--- src/adc_seq_pkg.sv ---
/*
  Constants, field layouts and types for the converter sequencer.
  Assumes a single 25 MHz system clock and a plain strobed register port.
*/
package adc_seq_pkg;
  localparam int CLK_HZ = 25_000_000;
  localparam int CLK_PERIOD_NS = 1_000_000_000 / CLK_HZ;
  // pending request ages this long before the change notice is raised
  localparam int RATE_LIMIT_MS = 100;
  localparam int RATE_CYCLES = (CLK_HZ / 1000) * RATE_LIMIT_MS;
  localparam int RATE_W = 22;
  // fixed low time of a change pulse after an input edge
  localparam int PULSE_NS = 1000;
  localparam int PULSE_CYCLES = PULSE_NS / CLK_PERIOD_NS;
  localparam int PULSE_W = 5;
  localparam logic [PULSE_W-1:0] PULSE_LOAD = PULSE_W'(PULSE_CYCLES);
  localparam int SETTLE_COUNTS = 8;
  localparam logic [2:0] SETTLE_LAST = 3'(SETTLE_COUNTS - 1);

  // register byte addresses
  localparam logic [7:0] CTRL_OFS = 8'h00;
  localparam logic [7:0] STATUS_OFS = 8'h04;
  localparam logic [7:0] IRQ_STAT_OFS = 8'h08;
  localparam logic [7:0] IRQ_MASK_OFS = 8'h0c;

  // interrupt bit positions
  localparam int IRQ_DONE = 0;
  localparam int IRQ_CHANGE = 1;
  localparam int IRQ_NOTICE = 2;
  localparam int IRQ_W = 3;
  localparam logic [IRQ_W-1:0] IRQ_MASK_RESET = 3'h0;

  // synchroniser lanes
  localparam int SY_OWIN = 0;
  localparam int SY_UNLVL = 1;
  localparam int SY_OMD = 2;
  localparam int SY_LVLRD = 3;
  localparam int SY_STRD = 4;
  localparam int SY_BD = 5;
  localparam int SY_DETV = 6;
  localparam int SYNC_W = 7;
  localparam logic [SYNC_W-1:0] SYNC_RESET = 7'h3f;

  typedef struct packed {
    logic free_run_request_n;
    logic req_suppress;
  } ctrl_s;
  localparam ctrl_s CTRL_RESET = '{free_run_request_n: 1'b1, req_suppress: 1'b0};

  typedef struct packed {
    logic board_present_n;
    logic overmod_n;
    logic unleveled_n;
    logic conv_service_req_n;
  } stat_s;

  typedef enum logic [2:0] {
    ST_STOP = 3'b001,
    ST_TRACK = 3'b010,
    ST_SETTLE = 3'b100
  } conv_state_e;
endpackage

--- src/adc_conversion_sequencer.sv ---
/*
  Conversion sequencer: gates the tracking converter clock, raises the
  service request, the shared change notice and the status nibble.
  Assumes all pin inputs are asynchronous and the register port is
  driven on sys_clk_i.
*/
`timescale 1ns/1ns
// Overview of operation
// - outside-window error starts a conversion and enables the converter clock
// - clock stays stopped while input stays inside the window
// - outside-window input is active low
// - clock runs eight more pulses after the error enters the window
// - completion counter advances only while inside the window
// - eighth count reloads counter, stops the clock, clocks request latch
// - request latch captures suppress level; low suppress asserts request
// - at most one service notice per 100 ms
// - pending request holds clock off; level read clears it
// - notice goes low after request ages; released after level read
// - unleveled or overmod change pulses the change notice low
// - both edges pulse; pulse lasts a fixed time
// - status read places four status bits on the data bus
// - free-run request low runs clock; else conversion and detector valid
// - clock never runs during a level read
module adc_conversion_sequencer
#(
  parameter int RATE_LIMIT_CYCLES = adc_seq_pkg::RATE_CYCLES
)
(
  input wire logic sys_clk_i,
  input wire logic rst_n_i,
  input wire logic [7:0] addr_i,
  input wire logic [31:0] wdata_i,
  input wire logic wr_i,
  input wire logic rd_i,
  output logic [31:0] rdata_o,
  output logic irq_o,
  input wire logic outside_window_n_i,
  input wire logic unleveled_n_i,
  input wire logic overmod_n_i,
  input wire logic board_present_n_i,
  input wire logic detector_valid_i,
  input wire logic level_read_strobe_n_i,
  input wire logic status_read_strobe_n_i,
  output logic conv_clk_en_o,
  output logic conv_service_req_n_o,
  output logic change_notice_n_o,
  output adc_seq_pkg::stat_s stat_data_o,
  output logic stat_data_oe_o
);
  import adc_seq_pkg::*;

  logic [SYNC_W-1:0] sync1_reg;
  logic [SYNC_W-1:0] sync2_reg;
  logic [1:0] edge_prev_reg;
  conv_state_e state_reg;
  logic [2:0] settle_cnt_reg;
  logic srq_pend_reg;
  logic req_n_reg; // pin copy of the latch, so the pin leaves a flop
  logic [RATE_W-1:0] age_reg;
  logic srq_notice_reg;
  logic [PULSE_W-1:0] pulse_cnt_reg;
  logic change_n_reg;
  logic clk_en_reg;
  ctrl_s ctrl_reg;
  logic [IRQ_W-1:0] irq_stat_reg;
  logic [IRQ_W-1:0] irq_stat_next;
  logic [IRQ_W-1:0] irq_mask_reg;
  logic irq_reg;
  logic [31:0] rdata_reg;
  stat_s stat_reg;
  logic stat_oe_reg;

  logic outside;
  logic level_rd;
  logic term;
  logic in_edge;
  stat_s live_stat;
  logic [RATE_W-1:0] rate_last;

  assign rate_last = RATE_W'(RATE_LIMIT_CYCLES - 1);

  // two flops per pin; only the second stage is read
  always_ff @(posedge sys_clk_i)
  begin
    if (!rst_n_i)
    begin
      sync1_reg <= SYNC_RESET;
      sync2_reg <= SYNC_RESET;
    end
    else
    begin
      sync1_reg <= {detector_valid_i, board_present_n_i, status_read_strobe_n_i,
                    level_read_strobe_n_i, overmod_n_i, unleveled_n_i,
                    outside_window_n_i};
      sync2_reg <= sync1_reg;
    end
  end

  assign outside = !sync2_reg[SY_OWIN];
  assign level_rd = !sync2_reg[SY_LVLRD];

  // completion counter ends after eight in-window clock pulses
  assign term = (state_reg == ST_SETTLE) && !outside && clk_en_reg &&
                (settle_cnt_reg == SETTLE_LAST);

  always_ff @(posedge sys_clk_i)
  begin
    if (!rst_n_i)
    begin
      state_reg <= ST_STOP;
    end
    else
    begin
      case (state_reg)
        ST_STOP:
        begin
          if (outside)
          begin
            state_reg <= ST_TRACK;
          end
        end
        ST_TRACK:
        begin
          if (!outside)
          begin
            state_reg <= ST_SETTLE;
          end
        end
        ST_SETTLE:
        begin
          if (outside)
          begin
            state_reg <= ST_TRACK;
          end
          else if (term)
          begin
            state_reg <= ST_STOP;
          end
        end
        default:
        begin
          state_reg <= ST_STOP;
        end
      endcase
    end
  end

  always_ff @(posedge sys_clk_i)
  begin
    if (!rst_n_i)
    begin
      settle_cnt_reg <= 3'h0;
    end
    else if (outside || term)
    begin
      settle_cnt_reg <= 3'h0;
    end
    else if (state_reg == ST_SETTLE && clk_en_reg)
    begin
      settle_cnt_reg <= settle_cnt_reg + 3'h1;
    end
  end

  // converter clock gate; a read beats free-run since the latch is frozen
  always_ff @(posedge sys_clk_i)
  begin
    if (!rst_n_i)
    begin
      clk_en_reg <= 1'b0;
    end
    else if (level_rd)
    begin
      clk_en_reg <= 1'b0;
    end
    else if (!ctrl_reg.free_run_request_n)
    begin
      clk_en_reg <= 1'b1;
    end
    else
    begin
      clk_en_reg <= (state_reg != ST_STOP) && !term && !srq_pend_reg &&
                    sync2_reg[SY_DETV];
    end
  end

  // request latch: a new completion wins over a same-cycle read clear
  always_ff @(posedge sys_clk_i)
  begin
    if (!rst_n_i)
    begin
      srq_pend_reg <= 1'b0;
      req_n_reg <= 1'b1;
    end
    else if (term && !ctrl_reg.req_suppress)
    begin
      srq_pend_reg <= 1'b1;
      req_n_reg <= 1'b0;
    end
    else if (level_rd)
    begin
      srq_pend_reg <= 1'b0;
      req_n_reg <= 1'b1;
    end
  end

  // request ageing sets the processor pace: one notice per rate window
  always_ff @(posedge sys_clk_i)
  begin
    if (!rst_n_i)
    begin
      age_reg <= '0;
      srq_notice_reg <= 1'b0;
    end
    else if (!srq_pend_reg)
    begin
      age_reg <= '0;
      srq_notice_reg <= 1'b0;
    end
    else if (age_reg == rate_last)
    begin
      srq_notice_reg <= 1'b1;
    end
    else
    begin
      age_reg <= age_reg + RATE_W'(1);
    end
  end

  assign in_edge = (edge_prev_reg != {sync2_reg[SY_OMD], sync2_reg[SY_UNLVL]});

  always_ff @(posedge sys_clk_i)
  begin
    if (!rst_n_i)
    begin
      edge_prev_reg <= 2'h3;
      pulse_cnt_reg <= '0;
    end
    else
    begin
      edge_prev_reg <= {sync2_reg[SY_OMD], sync2_reg[SY_UNLVL]};
      if (in_edge)
      begin
        pulse_cnt_reg <= PULSE_LOAD;
      end
      else if (pulse_cnt_reg != '0)
      begin
        pulse_cnt_reg <= pulse_cnt_reg - PULSE_W'(1);
      end
    end
  end

  always_ff @(posedge sys_clk_i)
  begin
    if (!rst_n_i)
    begin
      change_n_reg <= 1'b1;
    end
    else
    begin
      change_n_reg <= !(in_edge || (pulse_cnt_reg > PULSE_W'(1)) ||
                        srq_notice_reg);
    end
  end

  assign live_stat = '{board_present_n: sync2_reg[SY_BD],
                       overmod_n: sync2_reg[SY_OMD],
                       unleveled_n: sync2_reg[SY_UNLVL],
                       conv_service_req_n: !srq_pend_reg};

  // status nibble stands on the bus while the strobe is low
  always_ff @(posedge sys_clk_i)
  begin
    if (!rst_n_i)
    begin
      stat_reg <= '1;
      stat_oe_reg <= 1'b0;
    end
    else
    begin
      stat_oe_reg <= !sync2_reg[SY_STRD];
      stat_reg <= sync2_reg[SY_STRD] ? stat_s'('1) : live_stat;
    end
  end

  always_comb
  begin
    irq_stat_next = irq_stat_reg;
    if (rd_i && addr_i == IRQ_STAT_OFS)
    begin
      irq_stat_next = '0;
    end
    // set after clear so an event in the read cycle survives
    irq_stat_next[IRQ_DONE] = irq_stat_next[IRQ_DONE] | term;
    irq_stat_next[IRQ_CHANGE] = irq_stat_next[IRQ_CHANGE] | in_edge;
    irq_stat_next[IRQ_NOTICE] = irq_stat_next[IRQ_NOTICE] |
                                (srq_pend_reg && age_reg == rate_last && !srq_notice_reg);
  end

  always_ff @(posedge sys_clk_i)
  begin
    if (!rst_n_i)
    begin
      irq_stat_reg <= '0;
      irq_reg <= 1'b0;
    end
    else
    begin
      irq_stat_reg <= irq_stat_next;
      // a mask write gates the status in the same cycle it lands
      irq_reg <= |(irq_stat_next & ((wr_i && addr_i == IRQ_MASK_OFS) ?
                                    wdata_i[IRQ_W-1:0] : irq_mask_reg));
    end
  end

  always_ff @(posedge sys_clk_i)
  begin
    if (!rst_n_i)
    begin
      ctrl_reg <= CTRL_RESET;
      irq_mask_reg <= IRQ_MASK_RESET;
    end
    else if (wr_i)
    begin
      if (addr_i == CTRL_OFS)
      begin
        ctrl_reg <= ctrl_s'(wdata_i[1:0]);
      end
      else if (addr_i == IRQ_MASK_OFS)
      begin
        irq_mask_reg <= wdata_i[IRQ_W-1:0];
      end
    end
  end

  // unmapped reads answer zero
  always_ff @(posedge sys_clk_i)
  begin
    if (!rst_n_i)
    begin
      rdata_reg <= '0;
    end
    else if (rd_i)
    begin
      if (addr_i == CTRL_OFS)
      begin
        rdata_reg <= {30'h0, ctrl_reg};
      end
      else if (addr_i == STATUS_OFS)
      begin
        rdata_reg <= {22'h0, state_reg, clk_en_reg, srq_notice_reg, !change_n_reg, live_stat};
      end
      else if (addr_i == IRQ_STAT_OFS)
      begin
        rdata_reg <= {29'h0, irq_stat_reg};
      end
      else if (addr_i == IRQ_MASK_OFS)
      begin
        rdata_reg <= {29'h0, irq_mask_reg};
      end
      else
      begin
        rdata_reg <= '0;
      end
    end
    else
    begin
      rdata_reg <= '0;
    end
  end

  assign rdata_o = rdata_reg;
  assign irq_o = irq_reg;
  assign conv_clk_en_o = clk_en_reg;
  assign conv_service_req_n_o = req_n_reg;
  assign change_notice_n_o = change_n_reg;
  assign stat_data_o = stat_reg;
  assign stat_data_oe_o = stat_oe_reg;

  AST_READ_STOPS: assert property (@(posedge sys_clk_i) disable iff (!rst_n_i)
    level_rd |=> !conv_clk_en_o) else $error("clock ran during level read");
  AST_FREE_RUN: assert property (@(posedge sys_clk_i) disable iff (!rst_n_i)
    (!ctrl_reg.free_run_request_n && !level_rd) |=> conv_clk_en_o)
    else $error("free-run did not enable clock");
  AST_PEND_HOLD: assert property (@(posedge sys_clk_i) disable iff (!rst_n_i)
    (srq_pend_reg && ctrl_reg.free_run_request_n) |=> !conv_clk_en_o)
    else $error("clock ran with request pending");
  AST_TERM_STOP: assert property (@(posedge sys_clk_i) disable iff (!rst_n_i)
    term |=> (state_reg == ST_STOP && settle_cnt_reg == 3'h0))
    else $error("completion did not stop and reload");
  AST_REQ_SET: assert property (@(posedge sys_clk_i) disable iff (!rst_n_i)
    (term && !ctrl_reg.req_suppress) |=> !conv_service_req_n_o)
    else $error("request not latched");
  AST_RELOAD: assert property (@(posedge sys_clk_i) disable iff (!rst_n_i)
    (state_reg == ST_SETTLE && outside) |=> (settle_cnt_reg == 3'h0 && state_reg == ST_TRACK))
    else $error("counter not reloaded on leaving window");
  AST_NOTICE_WAIT: assert property (@(posedge sys_clk_i) disable iff (!rst_n_i)
    $rose(srq_pend_reg) |-> !srq_notice_reg ##1 !srq_notice_reg)
    else $error("notice raised before request aged");
  AST_CHANGE_PULSE: assert property (@(posedge sys_clk_i) disable iff (!rst_n_i)
    (in_edge && !srq_notice_reg) |=> !change_notice_n_o ##1 !change_notice_n_o)
    else $error("no change pulse after input edge");
  AST_STATUS_BUS: assert property (@(posedge sys_clk_i) disable iff (!rst_n_i)
    !sync2_reg[SY_STRD] |=> (stat_data_oe_o && stat_data_o == $past(live_stat)))
    else $error("status nibble not driven");
  AST_IRQ_LEVEL: assert property (@(posedge sys_clk_i) disable iff (!rst_n_i)
    ##1 (irq_o == |(irq_stat_reg & irq_mask_reg))) else $error("interrupt level mismatch");
endmodule // adc_conversion_sequencer

--- config.mk ---
export PLATFORM = sky130hd
export DESIGN_NAME = adc_conversion_sequencer
export DESIGN_NICKNAME = d
export VERILOG_FILES = /design/src/adc_seq_pkg.sv /design/src/adc_conversion_sequencer.sv
export SDC_FILE = /design/constraint.sdc
export NUM_CORES = 1
export LEC_CHECK = 0
export BUFFER_PORTS_ARGS = -buffer_cell sky130_fd_sc_hd__buf_2
export CAP_MARGIN = 5
export CORE_MARGIN = 10
export CORE_UTILIZATION = 46
export DETAILED_ROUTE_END_ITERATION = 16
export PLACE_DENSITY = 0.76
export SYNTH_ARGS = -nofsm -noshare
export SYNTH_HDL_FRONTEND = slang
export SYNTH_SLANG_ARGS = --single-unit
export TNS_END_PERCENT = 50
--- constraint.sdc ---
create_clock -name sys_clk_i -period 1.86 [get_ports sys_clk_i]
set_input_delay 0.093 -clock sys_clk_i [delete_from_list [all_inputs] [get_ports sys_clk_i]]
set_output_delay 0.093 -clock sys_clk_i [all_outputs]
set_load 0.02 [all_outputs]
==> results.yml, run 1 <==
outcome:
  outcome: "finished, final reports clean"
clock_network:
  clk_pin_slew_ps: 80
  cts_tree: "done"
  cts_num_sinks: 78
  clk_latency_ps: 350
  clk_path_buf_depth: 2
  cts_root_buffer: "clkbuf_8"
  cts_max_level: 3
  cts_buffers: 9
  post_cts_buffers: 0
synthesis:
  async_reset_ff_frac: 0
  synth.avg_cell_area_um2: 9.64
  ys_warn_count: 0
  netlist_area_mm2: 0.00325
  syn_inst: 337
  synth_edf_count: 0
  synth_ff_type: "dfxtp_1"
  synth-seq-area-share: 0.481
  synth-seq-cells: 78
  synth_cell_types: 47
drt:
  ant_nets: 0
  totalWireLength_mm: 6.54
  drc: 0
  firstDrtPassIters: 6
  viasPerCell: 4.66
  dr_total_vias: 2338
  wl_per_cell_um: 13.0
  drt_iter0_drc: 123
grt:
  grt_pass1_wl_mm: 11.2
  grt_use_total: 0.124
  grt_pass1_vias: 2399
  overflow: 0
  antenna_found_initial: 0
  grt_max_degree: 24
min_path:
  hold_path_class: "in -> reg"
  hold_path_depth: 3
  hold_path_end: "ctrl_reg[0]$_SDFFE_PN0P_"
  hold_path_startpoint: "wdata_i[0]"
sta:
  worst_pin_slew_ps: 564
  whs_ps: 34.9
  fin_skew_ps: 12.0
  fmax_mhz: 554
  final_hold_viol_count: 0
  period_share: 0.970
  fin_setup_tns_ps: 0
  setup_violations: 0
  slew_headroom: 0.623
  drv_slew: 0
  post-route-min-period_ps: 1800
  rsz0062_at_grt: "yes"
setup_path:
  r2r_end: "age_reg[1]$_SDFFE_PN0P_"
  reg2reg_depth: 6
  path_max_fanout: 5
  crit_path_end_kind: "flop"
  criticalPathCategory: "reg -> reg"
  start_kind: "flop"
  cp_data_arrival_time_ps: 2030
  required_ps: 2090
  r2r-start: "age_reg[0]$_SDFFE_PN0P_"
  rrSetupSlack_ps: 60
flow_run:
  cap_violations: 0
placed_design:
  portBuffers: 40
  place.gp.congestion: 0.769
  dp_hpwl_mm: 4.75
die:
  fp.dieH_um: 104
  initial_utilization: 0.475
  fp.dieArea_mm2: 0.0108
  io_pins: 92
  dieWidth_um: 104
  core-area_mm2: 0.00683
  fp-row-count: 30
finish:
  nets: 459
  drive_gt1_frac: 0.214
  synthToLayoutAreaGrowth_pct: 18.5
  diodes: 0
  largest_reg_flops: 22
  n_fill_cell: 613
power:
  peakVddDrop_uv: 573
  p_leak_uw: 0.00155
  powerDensity_mw_per_mm2: 863
-- timing repair --
action,CTS,global route
gates resized for setup,0,8
hold buffers,8,0
pin swaps,2,1
endpoints found under the setup margin,2,7
endpoints found under the hold margin,8,0
-- placed cells by master (no fill, tap or decap), types with 2 or more instances in the layout --
cell	count
nor3b_1	4
mux2i_1	9
dlygate4sd3_1	8
nor3_1	6
nor4_1	2
clkinv_2	3
buf_4	15
nand2_1	22
nand3_1	8
nand3b_1	2
inv_1	4
nand2b_1	19
conb_1	22
clkinv_4	2
a21oi_1	9
nor2b_1	15
o2111ai_1	2
clkbuf_8	9
o21ai_0	4
xnor2_1	9
dfxtp_2	3
and3_1	2
or3_1	2
nand4_1	7
buf_2	40
a21boi_0	5
and2_1	11
nor4_4	2
xor2_1	15
nor2_1	39
ha_1	5
dfxtp_1	75
nor4b_1	2
-- where the power goes --
group / internal, uW / switching, uW / leakage (uW)
Clock: 474 / 625 / 0.0000848
Combinational: 180 / 243 / 0.000831
Sequential: 1740 / 55.9 / 0.000636
-- area by class of cell --
cell class / instances / area, um2 / area share
multi-input cells: 246 / 1590 / 0.413
flip-flops and latches: 78 / 1570 / 0.407
repair buffers: 63 / 393 / 0.102
clock buffers: 9 / 124 / 0.0322
well taps: 96 / 120 / 0.0312
clock inverters: 6 / 40.0 / 0.0104
inverters: 4 / 15.0 / 0.00390
-- critical path, stage by stage (launching register included) --
cell and delay [ps]:
dfxtp_2 350, ha_4 160, nand4_4 100, or4b_4 590, nor2_4 190, mux2i_1 240
nor2_1 50
-- worst max-delay path by stage --
| stage | start | to | cells past startpoint |
|---|---|---|---|
| 2_1_floorplan | age_reg[0]$_SDFFE_PN0P_ | age_reg[3]$_SDFFE_PN0P_ | 6 |
| 3_3_place_gp | age_reg[0]$_SDFFE_PN0P_ | age_reg[4]$_SDFFE_PN0P_ | 6 |
| 3_5_place_dp | age_reg[1]$_SDFFE_PN0P_ | age_reg[1]$_SDFFE_PN0P_ | 6 |
| 4_1_cts | age_reg[1]$_SDFFE_PN0P_ | age_reg[3]$_SDFFE_PN0P_ | 6 |
| 5_1_grt | age_reg[5]$_SDFFE_PN0P_ | age_reg[1]$_SDFFE_PN0P_ | 5 |
| 6_report | age_reg[0]$_SDFFE_PN0P_ | age_reg[1]$_SDFFE_PN0P_ | 6 |
-- cells in the mapped netlist (4+ instances only) --
library cell	n	area, um2
mux2i_1	9	90.1
nand4_1	7	43.8
o21ai_0	4	20.0
buf_4	22	165
nand3_1	9	45.0
and2_1	11	68.8
xnor2_1	9	78.8
nor3b_1	4	30.0
dfxtp_1	78	1560
nand2b_1	19	119
nor3_1	6	30.0
nor2_1	39	146
clkbuf_1	7	26.3
inv_1	4	15.0
nand2_1	22	82.6
a21oi_1	9	45.0
xor2_1	15	131
a21boi_0	5	37.5
ha_1	6	75.1
nor2b_1	15	93.8
-- kinds of logic (layout without fill, tap and decap cells) --
kind of cell,after synthesis,in the layout,share of synthesized area
XOR/XNOR,24,24,0.0647
multiplexers,10,10,0.0347
other,1,22,0.00115
AO/OA/AOI/OAI,29,29,0.0589
buffers and inverters,34,82,0.0647
AND/OR/NAND/NOR,155,155,0.272
adder cells (fa/ha/maj),6,6,0.0231
flip-flops,78,78,0.481
-- through the flow --
stage | cell area (um2) | utilization | cells | power [uW] | setup WS [ps]
4_1_cts | 3810 | 0.558 | 502 | 3340 | 21.2
3_5_place_dp | 3570 | 0.522 | 479 | 2250 | -19.2
2_1_floorplan | 3330 | - | 358 | 2180 | 2.11
3_3_place_gp | 3570 | 0.522 | 479 | 2220 | 45.7
5_1_grt | 3850 | 0.563 | 502 | 3480 | -21.9
6_report | 3850 | 0.563 | 502 | 3320 | 55.0
-- per-layer routing --
layer  global-route usage  share of wire  vias to the layer above
met2                0.199           0.47                       45
li1                     -              -                     1214
met5                    0              0                        -
met3               0.0471          0.051                       13
met4               0.0577          0.024                        0
met1                0.141           0.46                     1066
Note: power is estimated with default switching activity, not from simulation.
==> run 2: changes to the inputs <==
- HOLD_SLACK_MARGIN: unset -> 0.15
- SLEW_MARGIN: unset -> 20
==> run 2 against run 1 <==
Compared with the run above: largest power group unchanged; combinational power increased by 3%; non-clock buffer count increased by 8; clock power about the same; sequential power about the same; wire length increased by 1.9%.
==> results.yml, run 2 (same netlist as run 1, synthesis figures left out) <==
clock_network:
  clk_latency_ps: 350
  cts_tree: "done"
  clk_pin_slew_ps: 80
  clk_path_buf_depth: 2
  cts_buffers: 9
  cts_max_level: 3
  cts_num_sinks: 78
  cts_root_buffer: "clkbuf_8"
finish:
  stdcell_area_mm2: 0.00394
  diodes: 0
  largest_reg_flops: 22
  n_fill_cell: 610
  final_common_cell: "dfxtp_1"
  register_area_mm2: 0.00157
  drive_gt1_frac: 0.215
  fin_cells: 510
  nets: 467
  synthToLayoutAreaGrowth_pct: 21.3
  mostFrequentLayoutCells: "dfxtp_1 (75), buf_2 (40), nor2_1 (39)"
  multi_input_area_mm2: 0.00160
sta:
  fmax_mhz: 554
  slew_headroom: 0.624
  fin_skew_ps: 9.33
  final_hold_viol_count: 0
  rsz0062_at_grt: "yes"
  setup_violations: 0
  whs_ps: 198
  period_share: 0.971
  worst_pin_slew_ps: 562
  post-route-min-period_ps: 1810
  drv_slew: 0
setup_path:
  r2r-start: "age_reg[0]$_SDFFE_PN0P_"
  critPathMaxStageDelay_ps: 600
  crit_buf_inv: 0
  start_kind: "flop"
  cp-endpoint: "age_reg[1]$_SDFFE_PN0P_"
  path_delay_family: "simple AND/OR/NAND/NOR gates"
  crit_start: "age_reg[0]$_SDFFE_PN0P_"
  crit_chain: "ha_4, nand4_4, or4b_4, nor2_4, mux2i_1, nor2_1"
  required_ps: 2090
  crit_cells: 6
  rrSetupSlack_ps: 50
  cp_slowest_cell: "or4b_4"
  cp_data_arrival_time_ps: 2030
  criticalPathCategory: "reg -> reg"
  r2r_end: "age_reg[1]$_SDFFE_PN0P_"
  path_max_fanout: 5
  reg2reg_depth: 6
  crit_path_end_kind: "flop"
outcome:
  outcome: "finished, final reports clean"
placed_design:
  portBuffers: 40
  dp_hpwl_mm: 4.75
  placed_area_mm2: 0.00357
  place_inst: 479
  place.gp.congestion: 0.769
grt:
  grt_pass1_wl_mm: 11.4
  grt_use_total: 0.126
  grt_max_degree: 24
  antenna_found_initial: 0
  overflow: 0
  grt_pass1_vias: 2450
drt:
  dr_total_vias: 2372
  wl_per_cell_um: 13.1
  totalWireLength_mm: 6.67
  viasPerCell: 4.65
  drt_iter0_drc: 135
  firstDrtPassIters: 4
  ant_nets: 0
  drc: 0
die:
  fp.dieH_um: 104
  io_pins: 92
  core-area_mm2: 0.00683
  fp-row-count: 30
  initial_utilization: 0.475
  fp.dieArea_mm2: 0.0108
  dieWidth_um: 104
power:
  total_power_uw: 3330
  peakVddDrop_uv: 568
  p_leak_uw: 0.00159
  powerDensity_mw_per_mm2: 844
min_path:
  hold_path_class: "in -> reg"
flow_run:
  cap_violations: 0
[run 2: cell count changes in the layout (fill, tap and decap cells not counted)]
cell / delta
nor3_2: +1
nor4b_1: -1
nor3_1: -1
nor4b_2: +1
dlygate4sd3_1: +8
[run 2: tightest hold or removal path, stage by stage]
cell,delay [ps]
buf_2,110
nand3_1,110
mux2i_1,90
nor2b_1,100
[run 2: stage by stage]
stage,setup TNS (ps),worst slack [ps],utilization
3_3_place_gp,0,45.7,0.522
5_1_grt,-19.6,-10.3,0.577
2_1_floorplan,0,2.11,-
6_report,0,54.0,0.577
4_1_cts,0,21.2,0.570
3_5_place_dp,-19.2,-19.2,0.522
[run 2: what timing repair did]
| action | 4_1_cts | 5_1_grt |
|---|---|---|
| hold buffers | 16 | 0 |
| setup endpoints to repair | 2 | 7 |
| setup buffers | 0 | 0 |
| endpoints found under the hold margin | 20 | 0 |
| resized for setup | 0 | 10 |
| pin swaps | 2 | 1 |
[run 2: layout make-up]
type / instances / share of cell area
Inverter: 4 / 0.00381
Sequential cell: 78 / 0.397
Tap cell: 96 / 0.0305
Clock inverter: 6 / 0.0102
Clock buffer: 9 / 0.0314
Timing Repair Buffer: 71 / 0.120
Multi-Input combinational cell: 246 / 0.407
[run 2: worst min path at each step]
stage | cells after the start | slack [ps] | to | start
2_1_floorplan | 1 | 190 | sync1_reg[0]$_SDFF_PN1_ | outside_window_n_i
3_3_place_gp | 2 | 270 | sync1_reg[4]$_SDFF_PN1_ | status_read_strobe_n_i
3_5_place_dp | 2 | 280 | sync1_reg[2]$_SDFF_PN1_ | overmod_n_i
4_1_cts | 4 | 190 | ctrl_reg[0]$_SDFFE_PN0P_ | wr_i
5_1_grt | 4 | 200 | ctrl_reg[0]$_SDFFE_PN0P_ | wr_i
6_report | 4 | 200 | ctrl_reg[0]$_SDFFE_PN0P_ | wr_i
[run 2: power by group]
group	leakage, uW	total [uW]	internal, uW	switching, uW
Combinational	0.000873	434	189	245
Clock	0.0000848	1090	474	621
Sequential	0.000636	1800	1740	56.2
Total	0.00159	3330	2400	922
[run 2: per-layer routing]
layer | up-vias | part of all wire | track usage | routed length [um]
met5 | - | 0 | 0 | 0
met4 | 0 | 0.022 | 0.0577 | 150
met3 | 13 | 0.053 | 0.0452 | 352
met2 | 48 | 0.48 | 0.206 | 3200
met1 | 1078 | 0.45 | 0.144 | 2970
li1 | 1233 | - | - | -
==> run 3: changes to the inputs <==
- ABC_AREA: unset -> 1
- CORE_UTILIZATION: 46 -> 47
==> run 3 against run 2 <==
Compared with the run above: sequential cell count is the same; non-clock buffer count shrank 13; count of clock-buffer cells in the layout is 1 higher; global-route usage rose by 0.64 points; clock skew fell by 2.6 ps; wire length rose by 9.6%.
==> results.yml, run 3 <==
placed_design:
  portBuffers: 40
  placed_area_mm2: 0.00369
  pre_cts_ws_ps: 269
  place_inst: 594
  place.gp.congestion: 0.864
  dp_hpwl_mm: 5.38
setup_path:
  path_max_fanout: 6
  criticalPathCategory: "reg -> reg"
  reg2reg_depth: 11
  cp_data_arrival_time_ps: 1880
  start_kind: "flop"
  required_ps: 2150
  crit_path_end_kind: "flop"
power:
  p_leak_uw: 0.00186
  peakVddDrop_uv: 618
  p_clk_frac: 0.416
  internal_power_uw: 2840
  total_power_uw: 3800
  p_sw_frac: 0.253
  power.share.sequential: 0.469
  powerDensity_mw_per_mm2: 927
  p_switching_uw: 961
  comb_power_share: 0.115
synthesis:
  synth_ff_type: "dfxtp_1"
  async_reset_ff_frac: 0
  synth_edf_count: 0
  ys_warn_count: 0
  netlist_area_mm2: 0.00346
  synth-seq-cells: 78
  yosys-top-cells-count: "nand2_1 (83), dfxtp_1 (78), inv_1 (64), nor2_1 (52), a21oi_1 (27)"
  synth_top_area_share: 0.451
  synth_area_leader_cell: "dfxtp_1"
  synth-seq-area-share: 0.451
  synth.avg_cell_area_um2: 7.53
  synth_cell_types: 33
  yosys-top-cells-area: "dfxtp_1 (45%), nand2_1 (9.0%), inv_1 (6.9%)"
  synth.most_common_cell: "nand2_1"
  syn_inst: 460
clock_network:
  cts_tree: "done"
  cts_buffers: 9
  clk_latency_ps: 350
  cts_max_level: 3
  cts_root_buffer: "clkbuf_8"
  post_cts_buffers: 0
  cts_num_sinks: 78
  clk_pin_slew_ps: 80
  clk_path_buf_depth: 2
drt:
  viasPerCell: 4.64
  drt_iter0_drc: 120
  dr_total_vias: 2898
  wl_per_cell_um: 11.7
  drc: 0
  firstDrtPassIters: 4
  totalWireLength_mm: 7.31
  ant_nets: 0
die:
  fp-row-count: 31
  core-area_mm2: 0.00721
  fp.dieH_um: 106
  io_pins: 92
  dieWidth_um: 106
  initial_utilization: 0.480
  fp.dieArea_mm2: 0.0112
sta:
  fin_skew_ps: 6.72
  fin_setup_tns_ps: 0
  drv_slew: 0
  period_share: 0.856
  setup_violations: 0
  post-route-min-period_ps: 1590
  fmax_mhz: 628
  rsz0062_at_grt: "no"
  final_hold_viol_count: 0
  fin_ws_ps: 267
finish:
  register_area_mm2: 0.00156
  synthToLayoutAreaGrowth_pct: 18.4
  mostFrequentLayoutCells: "nand2_1 (83), dfxtp_1 (78), inv_1 (64)"
  nets: 578
  final_common_cell: "nand2_1"
  drive_gt1_frac: 0.169
  diodes: 0
  fin_cells: 625
  stdcell_area_mm2: 0.00410
  largest_reg_flops: 22
  multi_input_area_mm2: 0.00155
  n_fill_cell: 674
grt:
  antenna_found_initial: 0
  grt_pass1_wl_mm: 12.5
  grt_use_total: 0.132
  overflow: 0
  grt_max_degree: 15
  grt_pass1_vias: 2907
min_path:
  hold_path_class: "in -> reg"
  hold_path_depth: 4
outcome:
  outcome: "finished, final reports clean"
flow_run:
  cap_violations: 0
## run 3: cell count changes after synthesis, sizes merged, moves of 8 or more
cell    previous run  this run
xor2              15         5
nor3               6        14
nand2b            19         0
mux2i              9         0
nand3              9        28
a21oi              9        27
and2              11         0
or2                1        14
nor2b             15         0
inv                4        65
nor2              40        60
o21ai              4        23
nand2             22        86
## run 3: cell families (layout without fill, tap and decap cells)
group	Yosys count	in the layout	share of synthesized area
XOR/XNOR	7	7	0.0177
AND/OR/NAND/NOR	214	214	0.288
buffers and inverters	94	139	0.127
AO/OA/AOI/OAI	60	60	0.0936
adder cells (fa/ha/maj)	6	6	0.0217
flip-flops	78	78	0.451
other	1	22	0.00108
## run 3: cell type report
cell class,count,area share
clock inverters,6,0.0284
repair buffers,58,0.0909
well taps,99,0.0302
multi-input cells,309,0.377
flip-flops and latches,78,0.381
clock buffers,10,0.0336
inverters,65,0.0595
## run 3: power by group through the flow
stage,Sequential [uW],Combinational [uW],Clock [uW]
CTS,1780,434,1610
global route,1800,501,1680
finish,1780,435,1580
global placement,1820,391,0
detailed placement,1820,412,0
floorplan,1820,345,0
## run 3: path summary, 6_finish.rpt
| kind | startpoint | end | slack, ps |
|---|---|---|---|
| worst min-delay path | wr_i | irq_mask_reg[1]$_SDFFE_PN0P_ | 200 |
| worst max-delay path | age_reg[0]$_SDFFE_PN0P_ | age_reg[18]$_SDFFE_PN0P_ | 270 |
| worst max register to register | age_reg[0]$_SDFFE_PN0P_ | age_reg[18]$_SDFFE_PN0P_ | 270 |
| worst min register to register | sync1_reg[6]$_SDFF_PN0_ | sync2_reg[6]$_SDFF_PN0_ | 420 |
## run 3: through the flow
| step | hold WS [ps] | util |
|---|---|---|
| 5_1_grt | 219 | 0.569 |
| 3_5_place_dp | 283 | 0.512 |
| 2_1_floorplan | 191 | - |
| 6_report | 195 | 0.569 |
| 4_1_cts | 171 | 0.569 |
| 3_3_place_gp | 277 | 0.512 |
## run 3: what timing repair did
| action | CTS | global route |
|---|---|---|
| resized for setup | 0 | 1 |
| endpoints found under the setup margin | 0 | 1 |
| hold buffers | 16 | 0 |
| endpoints found under the hold margin | 18 | 0 |
## run 3: routing by layer
metal / vias up / wire length, um / GRT usage
met1: 1289 / 3050 / 0.139
met5: - / 0 / 0
met2: 56 / 3780 / 0.240
met4: 0 / 92 / 0.0522
met3: 10 / 390 / 0.0420
li1: 1543 / - / -
## run 3: critical path, stage by stage, from the launching register on
cell	delay (ps)
dfxtp_1	380
ha_1	200
nand2_1	90
nor2_4	170
nand2_2	100
nor2_4	140
nand2_4	90
nor2_4	110
nand2_2	60
nand2_1	50
nand2_1	50
nor2_1	90
